**src/logic/lsr_cfg.svh**
```systemverilog
// lsr_cfg.svh: port numbers, field positions and sequence lengths
// assumes 8-bit legacy i/o space decoded by the caller
`ifndef LSR_CFG_SVH
`define LSR_CFG_SVH
`define LSR_PORT_DMA_LO_STAT 8'h08
`define LSR_PORT_PIC_M 8'h20
`define LSR_PORT_PIC_S 8'ha0
`define LSR_PORT_DMA_HI 8'hd0
`define LSR_PORT_MODE 8'hf0
`define LSR_PORT_WSEL 8'hf1
`define LSR_PORT_SHDW 8'hf2
`define LSR_PIC_READS 4'hc
`define LSR_DMA_READS 3'h6
`define LSR_CMD_MASK 8'hd4
`define LSR_PIC_INIT_WORD_2_MASK 8'hf8
`define LSR_PIC_INIT_WORD_4_MASK 8'h12
`define LSR_PIC_OPERATION_WORD_2_MASK 8'he7
`define LSR_WSEL_PIC_INIT_WORD_2 3'h0
`define LSR_WSEL_PIC_INIT_WORD_3 3'h1
`define LSR_WSEL_PIC_INIT_WORD_4 3'h2
`define LSR_WSEL_PIC_INTERRUPT_MASK_WORD 3'h3
`define LSR_WSEL_PIC_OPERATION_WORD_2 3'h4
`define LSR_WSEL_PIC_OPERATION_WORD_3 3'h5
`define LSR_WSEL_CUR_ADDR 3'h6
`define LSR_WSEL_CUR_CNT 3'h7
`define LSR_WSEL_BASE_ADDR 4'h8
`define LSR_WSEL_BASE_CNT 4'h9
`define LSR_WSEL_DMA_CMD 4'ha
`define LSR_WSEL_DMA_REQ 4'hb
`define LSR_WSEL_DMA_MODE 4'hc
`endif

```
**src/logic/lsr_pkg.sv**
```systemverilog
// lsr_pkg.sv: shared types for the shadow save/restore block
// assumes lsr_cfg.svh supplies the numeric constants
package lsr_pkg;
  typedef logic [7:0] lsr_byte_t;
  typedef logic [15:0] lsr_word_t;
endpackage

```
**src/logic/lsr_shadow.sv**
```systemverilog
// lsr_shadow.sv: shadow save/restore access for legacy pic and dma registers
// assumes a single-cycle i/o port, strobes never together, data one cycle after read
// What this block does, and what software must do (RULE5, RULE10)
// RULE1: in save/restore mode, reads of a port step through its registers in order
// RULE2: port 20h returns master then slave init words 2-4 and operation words 1-3
// RULE3: port d0h returns command, request, then channel 4-7 modes tagged 00..11
// RULE4: dma command readback forces bits 5, 3, 1 and 0 to zero
// RULE5: software reads interrupt mask words before entering the mode
// RULE6: init word 2 bits 2:0, word 4 bits 7:5, 3:2 and 0 read zero
// RULE7: operation word 2 bits 4:3 zero; word 3 bit7 0, 4:3 01, bit5 copies bit6
// RULE8: in mode, writes to 08h and d0h load the dma status registers
// RULE9: in normal mode base address/count writes also load current address/count
// RULE10: software restores base first, enters the mode, then writes current values
// RULE11: in mode, current address/count accept writes and leave base untouched
// RULE12: each sequence pointer restarts on mode entry and wraps after its last entry
//
// The plain strobed port and the address map are this design's own decisions.
`include "lsr_cfg.svh"
module lsr_shadow #(
  parameter int NUM_CH = 8
) (
  // clock and reset
  input wire logic CLK_SYS_I,
  input wire logic SRST_I,
  // register port
  input wire logic [7:0] ADDR_I,
  input wire lsr_pkg::lsr_byte_t WDATA_I,
  input wire logic WR_I,
  input wire logic RD_I,
  output lsr_pkg::lsr_byte_t RDATA_O,
  // state
  output logic MODE_O
);
  import lsr_pkg::*;

  if (NUM_CH != 8) begin : g_bad_num_ch
    $error("lsr_shadow serves exactly 8 dma channels");
  end

  // pic[0]=master, pic[1]=slave; entries follow the data port select codes 0..5
  lsr_byte_t pic_q [2][6];
  lsr_word_t base_addr_q [NUM_CH];
  lsr_word_t base_cnt_q [NUM_CH];
  lsr_word_t cur_addr_q [NUM_CH];
  lsr_word_t cur_cnt_q [NUM_CH];
  lsr_byte_t dma_cmd_q [2];
  lsr_byte_t dma_req_q [2];
  lsr_byte_t dma_mode_q [NUM_CH];
  lsr_byte_t dma_stat_q [2];
  logic mode_q;
  logic [3:0] wsel_q;
  logic [2:0] wch_q;
  logic wbyte_q;
  logic [3:0] pic_ptr_q;
  logic [2:0] dma_ptr_q;
  lsr_byte_t rdata_q;
  lsr_byte_t wr_data;
  logic pic_sel;
  logic [2:0] pic_idx;
  lsr_byte_t pic_rd;
  lsr_byte_t dma_rd;
  logic mode_entry;

  assign wr_data = WDATA_I;
  assign mode_entry = WR_I && ADDR_I == `LSR_PORT_MODE && wr_data[0] && !mode_q;

  // mode control; mode register bit 0, write-select port picks target and channel
  always_ff @(posedge CLK_SYS_I) begin
    if (SRST_I) begin
      mode_q <= 1'b0;
      wsel_q <= 4'h0;
      wch_q <= 3'h0;
    end else if (WR_I && ADDR_I == `LSR_PORT_MODE) begin
      mode_q <= wr_data[0];
    end else if (WR_I && ADDR_I == `LSR_PORT_WSEL) begin
      wsel_q <= wr_data[3:0];
      wch_q <= wr_data[6:4];
    end
  end

  // readback pointers
  // only a 0->1 mode write restarts; rewriting 1 keeps a save walk going
  always_ff @(posedge CLK_SYS_I) begin
    if (SRST_I || mode_entry) begin
      pic_ptr_q <= 4'h0; // RULE12
      dma_ptr_q <= 3'h0; // RULE12
    end else if (RD_I && mode_q) begin
      if (ADDR_I == `LSR_PORT_PIC_M) begin
        pic_ptr_q <= (pic_ptr_q == `LSR_PIC_READS - 4'h1) ? 4'h0 : pic_ptr_q + 4'h1; // RULE1 RULE12
      end
      if (ADDR_I == `LSR_PORT_DMA_HI) begin
        dma_ptr_q <= (dma_ptr_q == `LSR_DMA_READS - 3'h1) ? 3'h0 : dma_ptr_q + 3'h1; // RULE1 RULE12
      end
    end
  end

  // byte flip-flop for 16-bit loads through the shadow data port
  always_ff @(posedge CLK_SYS_I) begin
    if (SRST_I) begin
      wbyte_q <= 1'b0;
    end else if (WR_I && ADDR_I == `LSR_PORT_WSEL) begin
      wbyte_q <= 1'b0;
    end else if (WR_I && ADDR_I == `LSR_PORT_SHDW && wsel_q >= {1'b0, `LSR_WSEL_CUR_ADDR}
                 && wsel_q <= `LSR_WSEL_BASE_CNT) begin
      wbyte_q <= ~wbyte_q;
    end
  end

  // pic shadow copies, loaded by the controller side through the data port
  always_ff @(posedge CLK_SYS_I) begin
    if (SRST_I) begin
      pic_q <= '{default: 8'h00};
    end else if (WR_I && ADDR_I == `LSR_PORT_SHDW && wsel_q <= {1'b0, `LSR_WSEL_PIC_OPERATION_WORD_3}) begin
      pic_q[wch_q[0]][wsel_q[2:0]] <= wr_data;
    end
  end

  // dma base registers; refused in the mode so a restore cannot clobber the saved base
  always_ff @(posedge CLK_SYS_I) begin
    if (SRST_I) begin
      base_addr_q <= '{default: 16'h0000};
      base_cnt_q <= '{default: 16'h0000};
    end else if (WR_I && ADDR_I == `LSR_PORT_SHDW && !mode_q) begin // RULE11
      if (wsel_q == `LSR_WSEL_BASE_ADDR) begin
        base_addr_q[wch_q][wbyte_q*8 +: 8] <= wr_data;
      end
      if (wsel_q == `LSR_WSEL_BASE_CNT) begin
        base_cnt_q[wch_q][wbyte_q*8 +: 8] <= wr_data;
      end
    end
  end

  // dma current registers: follow base writes in normal mode, own writes in the mode
  always_ff @(posedge CLK_SYS_I) begin
    if (SRST_I) begin
      cur_addr_q <= '{default: 16'h0000};
      cur_cnt_q <= '{default: 16'h0000};
    end else if (WR_I && ADDR_I == `LSR_PORT_SHDW) begin
      if (wsel_q == `LSR_WSEL_BASE_ADDR && !mode_q) begin
        cur_addr_q[wch_q][wbyte_q*8 +: 8] <= wr_data; // RULE9
      end
      if (wsel_q == `LSR_WSEL_BASE_CNT && !mode_q) begin
        cur_cnt_q[wch_q][wbyte_q*8 +: 8] <= wr_data; // RULE9
      end
      if (wsel_q == {1'b0, `LSR_WSEL_CUR_ADDR} && mode_q) begin
        cur_addr_q[wch_q][wbyte_q*8 +: 8] <= wr_data; // RULE11
      end
      if (wsel_q == {1'b0, `LSR_WSEL_CUR_CNT} && mode_q) begin
        cur_cnt_q[wch_q][wbyte_q*8 +: 8] <= wr_data; // RULE11
      end
    end
  end

  // dma status, writable only in the mode; normal writes there belong to other registers
  always_ff @(posedge CLK_SYS_I) begin
    if (SRST_I) begin
      dma_stat_q <= '{default: 8'h00};
    end else if (WR_I && mode_q) begin
      if (ADDR_I == `LSR_PORT_DMA_LO_STAT) begin
        dma_stat_q[0] <= wr_data; // RULE8
      end
      if (ADDR_I == `LSR_PORT_DMA_HI) begin
        dma_stat_q[1] <= wr_data; // RULE8
      end
    end
  end

  // dma command, request and mode, loaded through the data port
  always_ff @(posedge CLK_SYS_I) begin
    if (SRST_I) begin
      dma_cmd_q <= '{default: 8'h00};
      dma_req_q <= '{default: 8'h00};
      dma_mode_q <= '{default: 8'h00};
    end else if (WR_I && ADDR_I == `LSR_PORT_SHDW) begin
      if (wsel_q == `LSR_WSEL_DMA_CMD) dma_cmd_q[wch_q[2]] <= wr_data;
      if (wsel_q == `LSR_WSEL_DMA_REQ) dma_req_q[wch_q[2]] <= wr_data;
      if (wsel_q == `LSR_WSEL_DMA_MODE) dma_mode_q[wch_q] <= wr_data;
    end
  end

  // pic readback with reserved bits forced
  always_comb begin
    pic_sel = (pic_ptr_q >= 4'h6); // RULE2
    pic_idx = pic_sel ? 3'(pic_ptr_q - 4'h6) : pic_ptr_q[2:0];
    pic_rd = pic_q[pic_sel][pic_idx];
    case (pic_idx)
      3'h0: pic_rd = pic_rd & `LSR_PIC_INIT_WORD_2_MASK; // RULE6
      3'h2: pic_rd = pic_rd & `LSR_PIC_INIT_WORD_4_MASK; // RULE6
      3'h4: pic_rd = pic_rd & `LSR_PIC_OPERATION_WORD_2_MASK; // RULE7
      3'h5: pic_rd = {1'b0, pic_rd[6], pic_rd[6], 2'b01, pic_rd[2:0]}; // RULE7
      default: pic_rd = pic_rd;
    endcase
  end

  // dma 4-7 readback sequence
  always_comb begin
    case (dma_ptr_q)
      3'h0: dma_rd = dma_cmd_q[1] & `LSR_CMD_MASK; // RULE3 RULE4
      3'h1: dma_rd = dma_req_q[1]; // RULE3
      3'h2: dma_rd = {dma_mode_q[4][7:2], 2'b00}; // RULE3
      3'h3: dma_rd = {dma_mode_q[5][7:2], 2'b01}; // RULE3
      3'h4: dma_rd = {dma_mode_q[6][7:2], 2'b10}; // RULE3
      3'h5: dma_rd = {dma_mode_q[7][7:2], 2'b11}; // RULE3
      default: dma_rd = 8'h00;
    endcase
  end

  // read data, one cycle after the strobe, zero otherwise
  always_ff @(posedge CLK_SYS_I) begin
    if (SRST_I || !RD_I) begin
      rdata_q <= 8'h00;
    end else begin
      case (ADDR_I)
        `LSR_PORT_MODE: rdata_q <= {7'h00, mode_q};
        `LSR_PORT_WSEL: rdata_q <= {1'b0, wch_q, wsel_q};
        `LSR_PORT_PIC_M: rdata_q <= mode_q ? pic_rd : 8'h00; // RULE1 RULE2
        `LSR_PORT_DMA_HI: rdata_q <= mode_q ? dma_rd : dma_stat_q[1]; // RULE1 RULE3
        `LSR_PORT_DMA_LO_STAT: rdata_q <= dma_stat_q[0];
        `LSR_PORT_SHDW: rdata_q <= wsel_q[0] ? cur_cnt_q[wch_q][7:0] : cur_addr_q[wch_q][7:0];
        default: rdata_q <= 8'h00;
      endcase
    end
  end

  assign RDATA_O = rdata_q;
  assign MODE_O = mode_q;
endmodule // lsr_shadow

```
**config.mk**
```make
export PLATFORM = sky130hd
export DESIGN_NAME = lsr_shadow
export DESIGN_NICKNAME = d
export VERILOG_FILES = /design/src/logic/lsr_pkg.sv /design/src/logic/lsr_shadow.sv
export VERILOG_INCLUDE_DIRS = /design/src /design/src/logic
export SDC_FILE = /design/constraint.sdc
export NUM_CORES = 1
export LEC_CHECK = 0
export ABC_AREA = 1
export BUFFER_PORTS_ARGS = -buffer_cell sky130_fd_sc_hd__buf_2
export CAP_MARGIN = 10
export CORE_MARGIN = 4
export CORE_UTILIZATION = 62
export CTS_CLUSTER_DIAMETER = 30
export DETAILED_ROUTE_END_ITERATION = 8
export PLACE_DENSITY = 0.79
export SLEW_MARGIN = 20
export SYNTH_ARGS = -nofsm -noshare
export SYNTH_HDL_FRONTEND = slang
export SYNTH_SLANG_ARGS = --single-unit
```
**constraint.sdc**
```tcl
create_clock -name CLK_SYS_I -period 2.6 [get_ports CLK_SYS_I]
set_input_delay 0.39 -clock CLK_SYS_I [delete_from_list [all_inputs] [get_ports CLK_SYS_I]]
set_output_delay 0.39 -clock CLK_SYS_I [all_outputs]
set_load 0.1 [all_outputs]
```
==> results of run 1 <==
-- placed cells by master, fill, tap and decap left out, types with 11 or more instances in the layout --
master / count
nand2_1: 545
dfxtp_1: 269
a21oi_1: 241
inv_1: 208
nor2_1: 190
o21ai_0: 188
nand3_1: 106
clkbuf_16: 55
buf_4: 50
buf_2: 27
o211a_1: 19
nand2_2: 15
clkinv_2: 12
nand4_1: 11
-- synth_stat cells, types with 11 or more instances --
| cell | number |
|---|---|
| a21oi_1 | 241 |
| buf_2 | 25 |
| clkbuf_1 | 68 |
| dfxtp_1 | 270 |
| inv_1 | 209 |
| nand2_1 | 545 |
| nand2_2 | 15 |
| nand3_1 | 106 |
| nand4_1 | 11 |
| nor2_1 | 190 |
| o211a_1 | 19 |
| o21ai_0 | 188 |
-- worst max-delay path: stages, from the launching register on --
cell     delay, ns
dfxtp_2       0.65
inv_1         0.20
nor2_1        0.59
nand2_1       0.12
nand2_1       0.09
nor2_1        0.05
nand2_1       0.10
nand3_1       0.14
nand2_1       0.10
inv_1         0.05
nand3_1       0.08
nand2_1       0.07
inv_1         0.05
-- report_power, final --
| part | switching, mW | total (mW) | internal, mW |
|---|---|---|---|
| sequential | 0.00200 | 4.15 | 4.15 |
| clock | 2.26 | 6.88 | 4.62 |
| combinational | 0.215 | 0.271 | 0.0553 |
-- kinds of logic after synthesis --
| family | after synthesis | synth area share |
|---|---|---|
| AOI/OAI and AO/OA | 480 | 0.194 |
| xor gates and xnor gates | 1 | 0.000664 |
| adders and majority gates | 4 | 0.00379 |
| buffers and inverters | 332 | 0.101 |
| DFF | 270 | 0.410 |
| and+or+nand+nor | 910 | 0.291 |
-- registers in the layout, summed over array words and instances (netlist names), named ones only --
| signal | cells |
|---|---|
| dma_req_q | 8 |
| MODE_O | 1 |
| pic_q | 66 |
| dma_ptr_q | 3 |
| cur_addr_q | 64 |
| wbyte_q | 1 |
| pic_ptr_q | 4 |
| dma_mode_q | 24 |
| wsel_q | 4 |
| RDATA_O | 8 |
| cur_cnt_q | 43 |
| dma_cmd_q | 4 |
| dma_stat_q | 16 |
| wch_q | 3 |
-- final timing paths --
kind,slack (ns),depth (start not counted),end
setup / recovery,0.25,12,RDATA_O[4]$_SDFF_PP0_
hold / removal,0.20,3,pic_q[0]$_SDFFE_PP0P_
setup reg to reg,0.25,12,RDATA_O[4]$_SDFF_PP0_
hold reg to reg,0.44,2,dma_stat_q[0]$_SDFFE_PP0P_
-- layout make-up --
class	count	area share
multi-input combinational	1395	0.418
clock inverter	31	0.0212
clock buffer	70	0.0986
sequential	270	0.350
inverter	225	0.0549
timing repair buffer	79	0.0351
tap	275	0.0223
-- metrics by stage --
step / instances / worst slack [ns] / power (mW)
after floorplan: 1997 / 0.0767 / 4.38
after global placement: 2244 / 0.354 / 4.49
after detailed placement: 2244 / 0.314 / 4.49
after CTS: 2345 / 0.358 / 11.3
after global routing: 2345 / 0.0365 / 11.6
final: 2345 / 0.247 / 11.3
-- routing by layer --
metal	global-route usage	share of wire
met1	0.450	0.41
met2	0.534	0.45
met5	0	0
met4	0.125	0.037
met3	0.0574	0.099
==> results.json, run 1 <==
{
  "final_hold_viol_count": 0,
  "antenna-diode-count": 0,
  "ctsLongestPathBuffers": 3,
  "io_pins": 29,
  "ys_async_sr_fraction": 0,
  "drc_errors": 0,
  "critPathArrivalTime_ns": 2.84,
  "cts_repair_resize_count": 0,
  "floorplan.die_area_um2": 23700,
  "final-seq-area_um2": 5410,
  "fmax_mhz": 425,
  "combined_area_of_all_synthesized_cells_um2": 13200,
  "r2r_start": "wch_q[0]$_SDFFE_PP0P_",
  "holdCritPathClass": "primary input to flip-flop",
  "gp_congestion": 1.03,
  "synth_area_per_cell_um2": 6.61,
  "grt_start_max_net_pins": 112,
  "hold_buffers": 0,
  "post-dp-hpwl_um": 26600,
  "post_cts_buffers": 0,
  "first_iter_violations": 1553,
  "fin_tns_setup_ns": 0,
  "routed-via-count": 13400,
  "power-per-cell-area_nw_per_um2": 732,
  "final_util": 0.737,
  "clock_latency_ns": 0.55,
  "final_nets": 2049,
  "cts.htree.levels": 2,
  "final_cycle_utilization_of_the_critical_path": 0.905,
  "critPathCaptureType": "flip-flop",
  "area_added_between_synthesis_and_finish_pct": 17.0,
  "rsz0062_at_grt": "false",
  "timing.hold.worst.start": "WDATA_I[0]",
  "timing.max_cap.violations": 0,
  "postSynthCellCount": 1997,
  "maxSlewHeadroom": 0.415,
  "synth.largest_area_cell": "dfxtp_1",
  "worstPathRequired_ns": 3.09,
  "routed_wl_um": 40400,
  "route.detailed.wl_per_inst_um": 17.2,
  "synth.top_cell.area_share": 0.410,
  "ys_seq_area_frac": 0.410,
  "globalRouteTotalUtil": 0.332,
  "grt_antenna_before_repair": 0,
  "hold_ws_ns": 0.202,
  "yosysUniqueCellTypes": 37,
  "finalInstanceArea_um2": 15400,
  "synthFlopType": "dfxtp_1",
  "power_leakage_nw": 6.62,
  "grt_first_pass_wirelength_um": 64600,
  "tritoncts_clock_tree": "done",
  "syn_nets": 2021,
  "yosysWarnings": 0,
  "run_status": "completed",
  "max_slew.worst_pin.slew_ns": 0.877,
  "synth_enable_flop_cells": 0,
  "via_count_of_the_first_global_routing_pass": 12700,
  "final-setup-viol-count": 0,
  "criticalPathCategory": "flip-flop to flip-flop",
  "post_drt_via_cell_ratio": 5.73,
  "path_clk_slew_ns": 0.05,
  "post_route_cells_drive_above_1_share": 0.111,
  "start_util": 0.630,
  "numCtsBuffers": 54,
  "timing.critical_path.from": "wch_q[0]$_SDFFE_PP0P_",
  "number_of_nets_still_failing_antenna_checks_after_routing": 0,
  "floorplan.die.height_um": 154,
  "core_area_um2": 21000,
  "crit_path_start_kind": "flip-flop",
  "die_w_um": 154,
  "clk_root_buffer_cell": "clkbuf_16",
  "ys_seq_elements": 270,
  "cp_max_fo": 21,
  "ys_top_cells_by_area": "dfxtp_1 (41%), nand2_1 (16%), a21oi_1 (9.1%)",
  "grt_overflow": 0,
  "period_minus_slack_ns": 2.35,
  "numPortBuffers": 28,
  "drv_slew": 0,
  "ir_worst_vdd_mv": 0.543,
  "multi_input_area_um2": 6450,
  "finClkSkew_ns": 0.0148,
  "first_pass_iters": 6,
  "fillCellCount": 1710,
  "cts.sink_count": 270,
  "std_cell_rows": 53,
  "dpl-instance-area_um2": 13600
}
Note: power is estimated with default switching activity, not from simulation.
==> run 2: changes to the inputs <==
--- a/config.mk
+++ b/config.mk
@@ -14,6 +14,7 @@
 export CTS_CLUSTER_DIAMETER = 30
 export DETAILED_ROUTE_END_ITERATION = 8
 export PLACE_DENSITY = 0.79
+export SETUP_SLACK_MARGIN = 0.4
 export SLEW_MARGIN = 20
 export SYNTH_ARGS = -nofsm -noshare
 export SYNTH_HDL_FRONTEND = slang
==> constraint.sdc (replaced) <==
create_clock -name CLK_SYS_I -period 2.6 [get_ports CLK_SYS_I]
set_input_delay 0.26 -clock CLK_SYS_I [delete_from_list [all_inputs] [get_ports CLK_SYS_I]]
set_output_delay 0.26 -clock CLK_SYS_I [all_outputs]
set_load 0.1 [all_outputs]
==> run 2 against run 1 <==
Against the previous run:
- first-iteration DRC count down 3.0%
- maximum frequency grew 10%
- total power rose by 2.1%
- combinational power about the same
- core utilization grew 0.62 points
- register-to-register slack improved by 0.22 ns
==> results.json, run 2 (synthesis gave the netlist of run 1 again) <==
{
  "routed_wl_um": 41800,
  "first_pass_iters": 6,
  "worstPathRequired_ns": 3.01,
  "criticalPathCategory": "flip-flop to flip-flop",
  "drv_slew": 0,
  "cp_max_fo": 10,
  "drc_errors": 0,
  "grt_antenna_before_repair": 0,
  "mostFrequentLayoutCell": "nand2_1",
  "grt_first_pass_wirelength_um": 65500,
  "route.detailed.wl_per_inst_um": 17.8,
  "std_cell_rows": 53,
  "core_area_um2": 21000,
  "post_route_cells_drive_above_1_share": 0.119,
  "final_util": 0.743,
  "post-dp-hpwl_um": 27700,
  "final_cell_mix": "nand2_1 (543), dfxtp_1 (266), a21oi_1 (241), inv_1 (205), nor2_1 (188)",
  "final_nets": 2053,
  "max_slew.worst_pin.slew_ns": 0.912,
  "grt_overflow": 0,
  "cts.sink_count": 270,
  "hold_ws_ns": 0.0721,
  "area_added_between_synthesis_and_finish_pct": 18.0,
  "floorplan.die.height_um": 154,
  "first_iter_violations": 1507,
  "floorplan.die_area_um2": 23700,
  "ctsLongestPathBuffers": 3,
  "multi_input_area_um2": 6490,
  "power-per-cell-area_nw_per_um2": 741,
  "power_leakage_nw": 6.68,
  "globalRouteTotalUtil": 0.339,
  "fillCellCount": 1689,
  "largest_registers": "pic_q x66, cur_addr_q x64, cur_cnt_q x43",
  "numPortBuffers": 28,
  "io_pins": 29,
  "path_cells": "nand2_1 -> nor3_4 -> inv_1 -> nand2_2 -> nand2_4 -> inv_1 -> nand2_1 -> nand2_1 -> a21oi_1",
  "grt_start_max_net_pins": 112,
  "die_w_um": 154,
  "timing.max_cap.violations": 0,
  "holdCritPathClass": "primary input to flip-flop",
  "run_status": "completed",
  "hold_buffers": 0,
  "post_drt_via_cell_ratio": 5.82,
  "crit_top_cell": "nand2_1",
  "critPathSlowestCell": "dfxtp_1",
  "timing.critical_path.max_delay_family": "simple AND/OR/NAND/NOR gates",
  "antenna-diode-count": 0,
  "clk_root_buffer_cell": "clkbuf_16",
  "final-setup-viol-count": 0,
  "crit_path_start_kind": "flip-flop",
  "number_of_nets_still_failing_antenna_checks_after_routing": 0,
  "final-seq-area_um2": 5410,
  "final_cycle_utilization_of_the_critical_path": 0.822,
  "finClkSkew_ns": 0.0197,
  "critPathArrivalTime_ns": 2.55,
  "fin_tns_setup_ns": 0,
  "maxSlewHeadroom": 0.392,
  "worst_path_largest_cell_delay_ns": 0.49,
  "cts.htree.levels": 2,
  "critical_path.n_buffers_inverters": 2,
  "start_util": 0.630,
  "path_clk_slew_ns": 0.05,
  "ir_worst_vdd_mv": 0.564,
  "gp_congestion": 1.00,
  "rsz0062_at_grt": "true",
  "critPathCaptureType": "flip-flop",
  "numCtsBuffers": 54,
  "via_count_of_the_first_global_routing_pass": 12400,
  "largest_register_ffs": 66,
  "period_minus_slack_ns": 2.14,
  "routed-via-count": 13700,
  "fmax_mhz": 468,
  "register_with_the_highest_flop_count": "pic_q",
  "tritoncts_clock_tree": "done",
  "final_hold_viol_count": 0,
  "clock_latency_ns": 0.58
}
==> run 2: through the flow <==
stage               std cells  total power, mW  instance area [µm²]  setup WS, ns
finish                   2348             11.5                15600         0.463
global route             2348             11.8                15600         0.353
CTS                      2341             11.5                15500         0.412
detailed placement       2241             4.49                13600         0.396
global placement         2241             4.49                13600         0.460
floorplan                1997             4.38                13200         0.413
==> run 2: what timing repair did <==
item,CTS,global route
setup buffers,0,7
gates resized for setup,0,18
endpoints found under the setup margin,0,95
==> run 2: final timing paths <==
path              cells past startpoint                        from                         end  slack [ns]
setup / recovery                      9      wsel_q[0]$_SDFFE_PP0P_  cur_cnt_q[67]$_SDFFE_PP0P_        0.46
hold / removal                        3                  WDATA_I[0]         MODE_O$_SDFFE_PP0P_        0.07
setup reg to reg                      9      wsel_q[0]$_SDFFE_PP0P_  cur_cnt_q[67]$_SDFFE_PP0P_        0.46
hold reg to reg                       2  dma_stat_q[4]$_SDFFE_PP0P_  dma_stat_q[4]$_SDFFE_PP0P_        0.44
==> run 2: worst reg2reg max path: stages (launching register included) <==
cell and delay (ns):
dfxtp_1 0.49, nand2_1 0.17, nor3_4 0.35, inv_1 0.10, nand2_2 0.09, nand2_4 0.16
inv_1 0.18, nand2_1 0.21, nand2_1 0.15, a21oi_1 0.08
==> run 2: final cells by class <==
| cell class | instances | share of cell area |
|---|---|---|
| clock buffers | 66 | 0.0942 |
| clock inverters | 34 | 0.0278 |
| inverters | 225 | 0.0550 |
| multi-input cells | 1395 | 0.417 |
| flip-flops and latches | 270 | 0.348 |
| well taps | 275 | 0.0221 |
| repair buffers | 83 | 0.0367 |
==> run 2: routing by layer <==
layer,vias to the layer above,global-route usage,share of wire
met1,6214,0.467,0.41
met4,0,0.132,0.039
met5,-,0,0
li1,6497,-,-
met2,822,0.535,0.45
met3,143,0.0591,0.11
==> run 2: power breakdown <==
group	switching, mW	internal (mW)
Clock	2.39	4.73
Combinational	0.218	0.0541
Sequential	0.00188	4.15
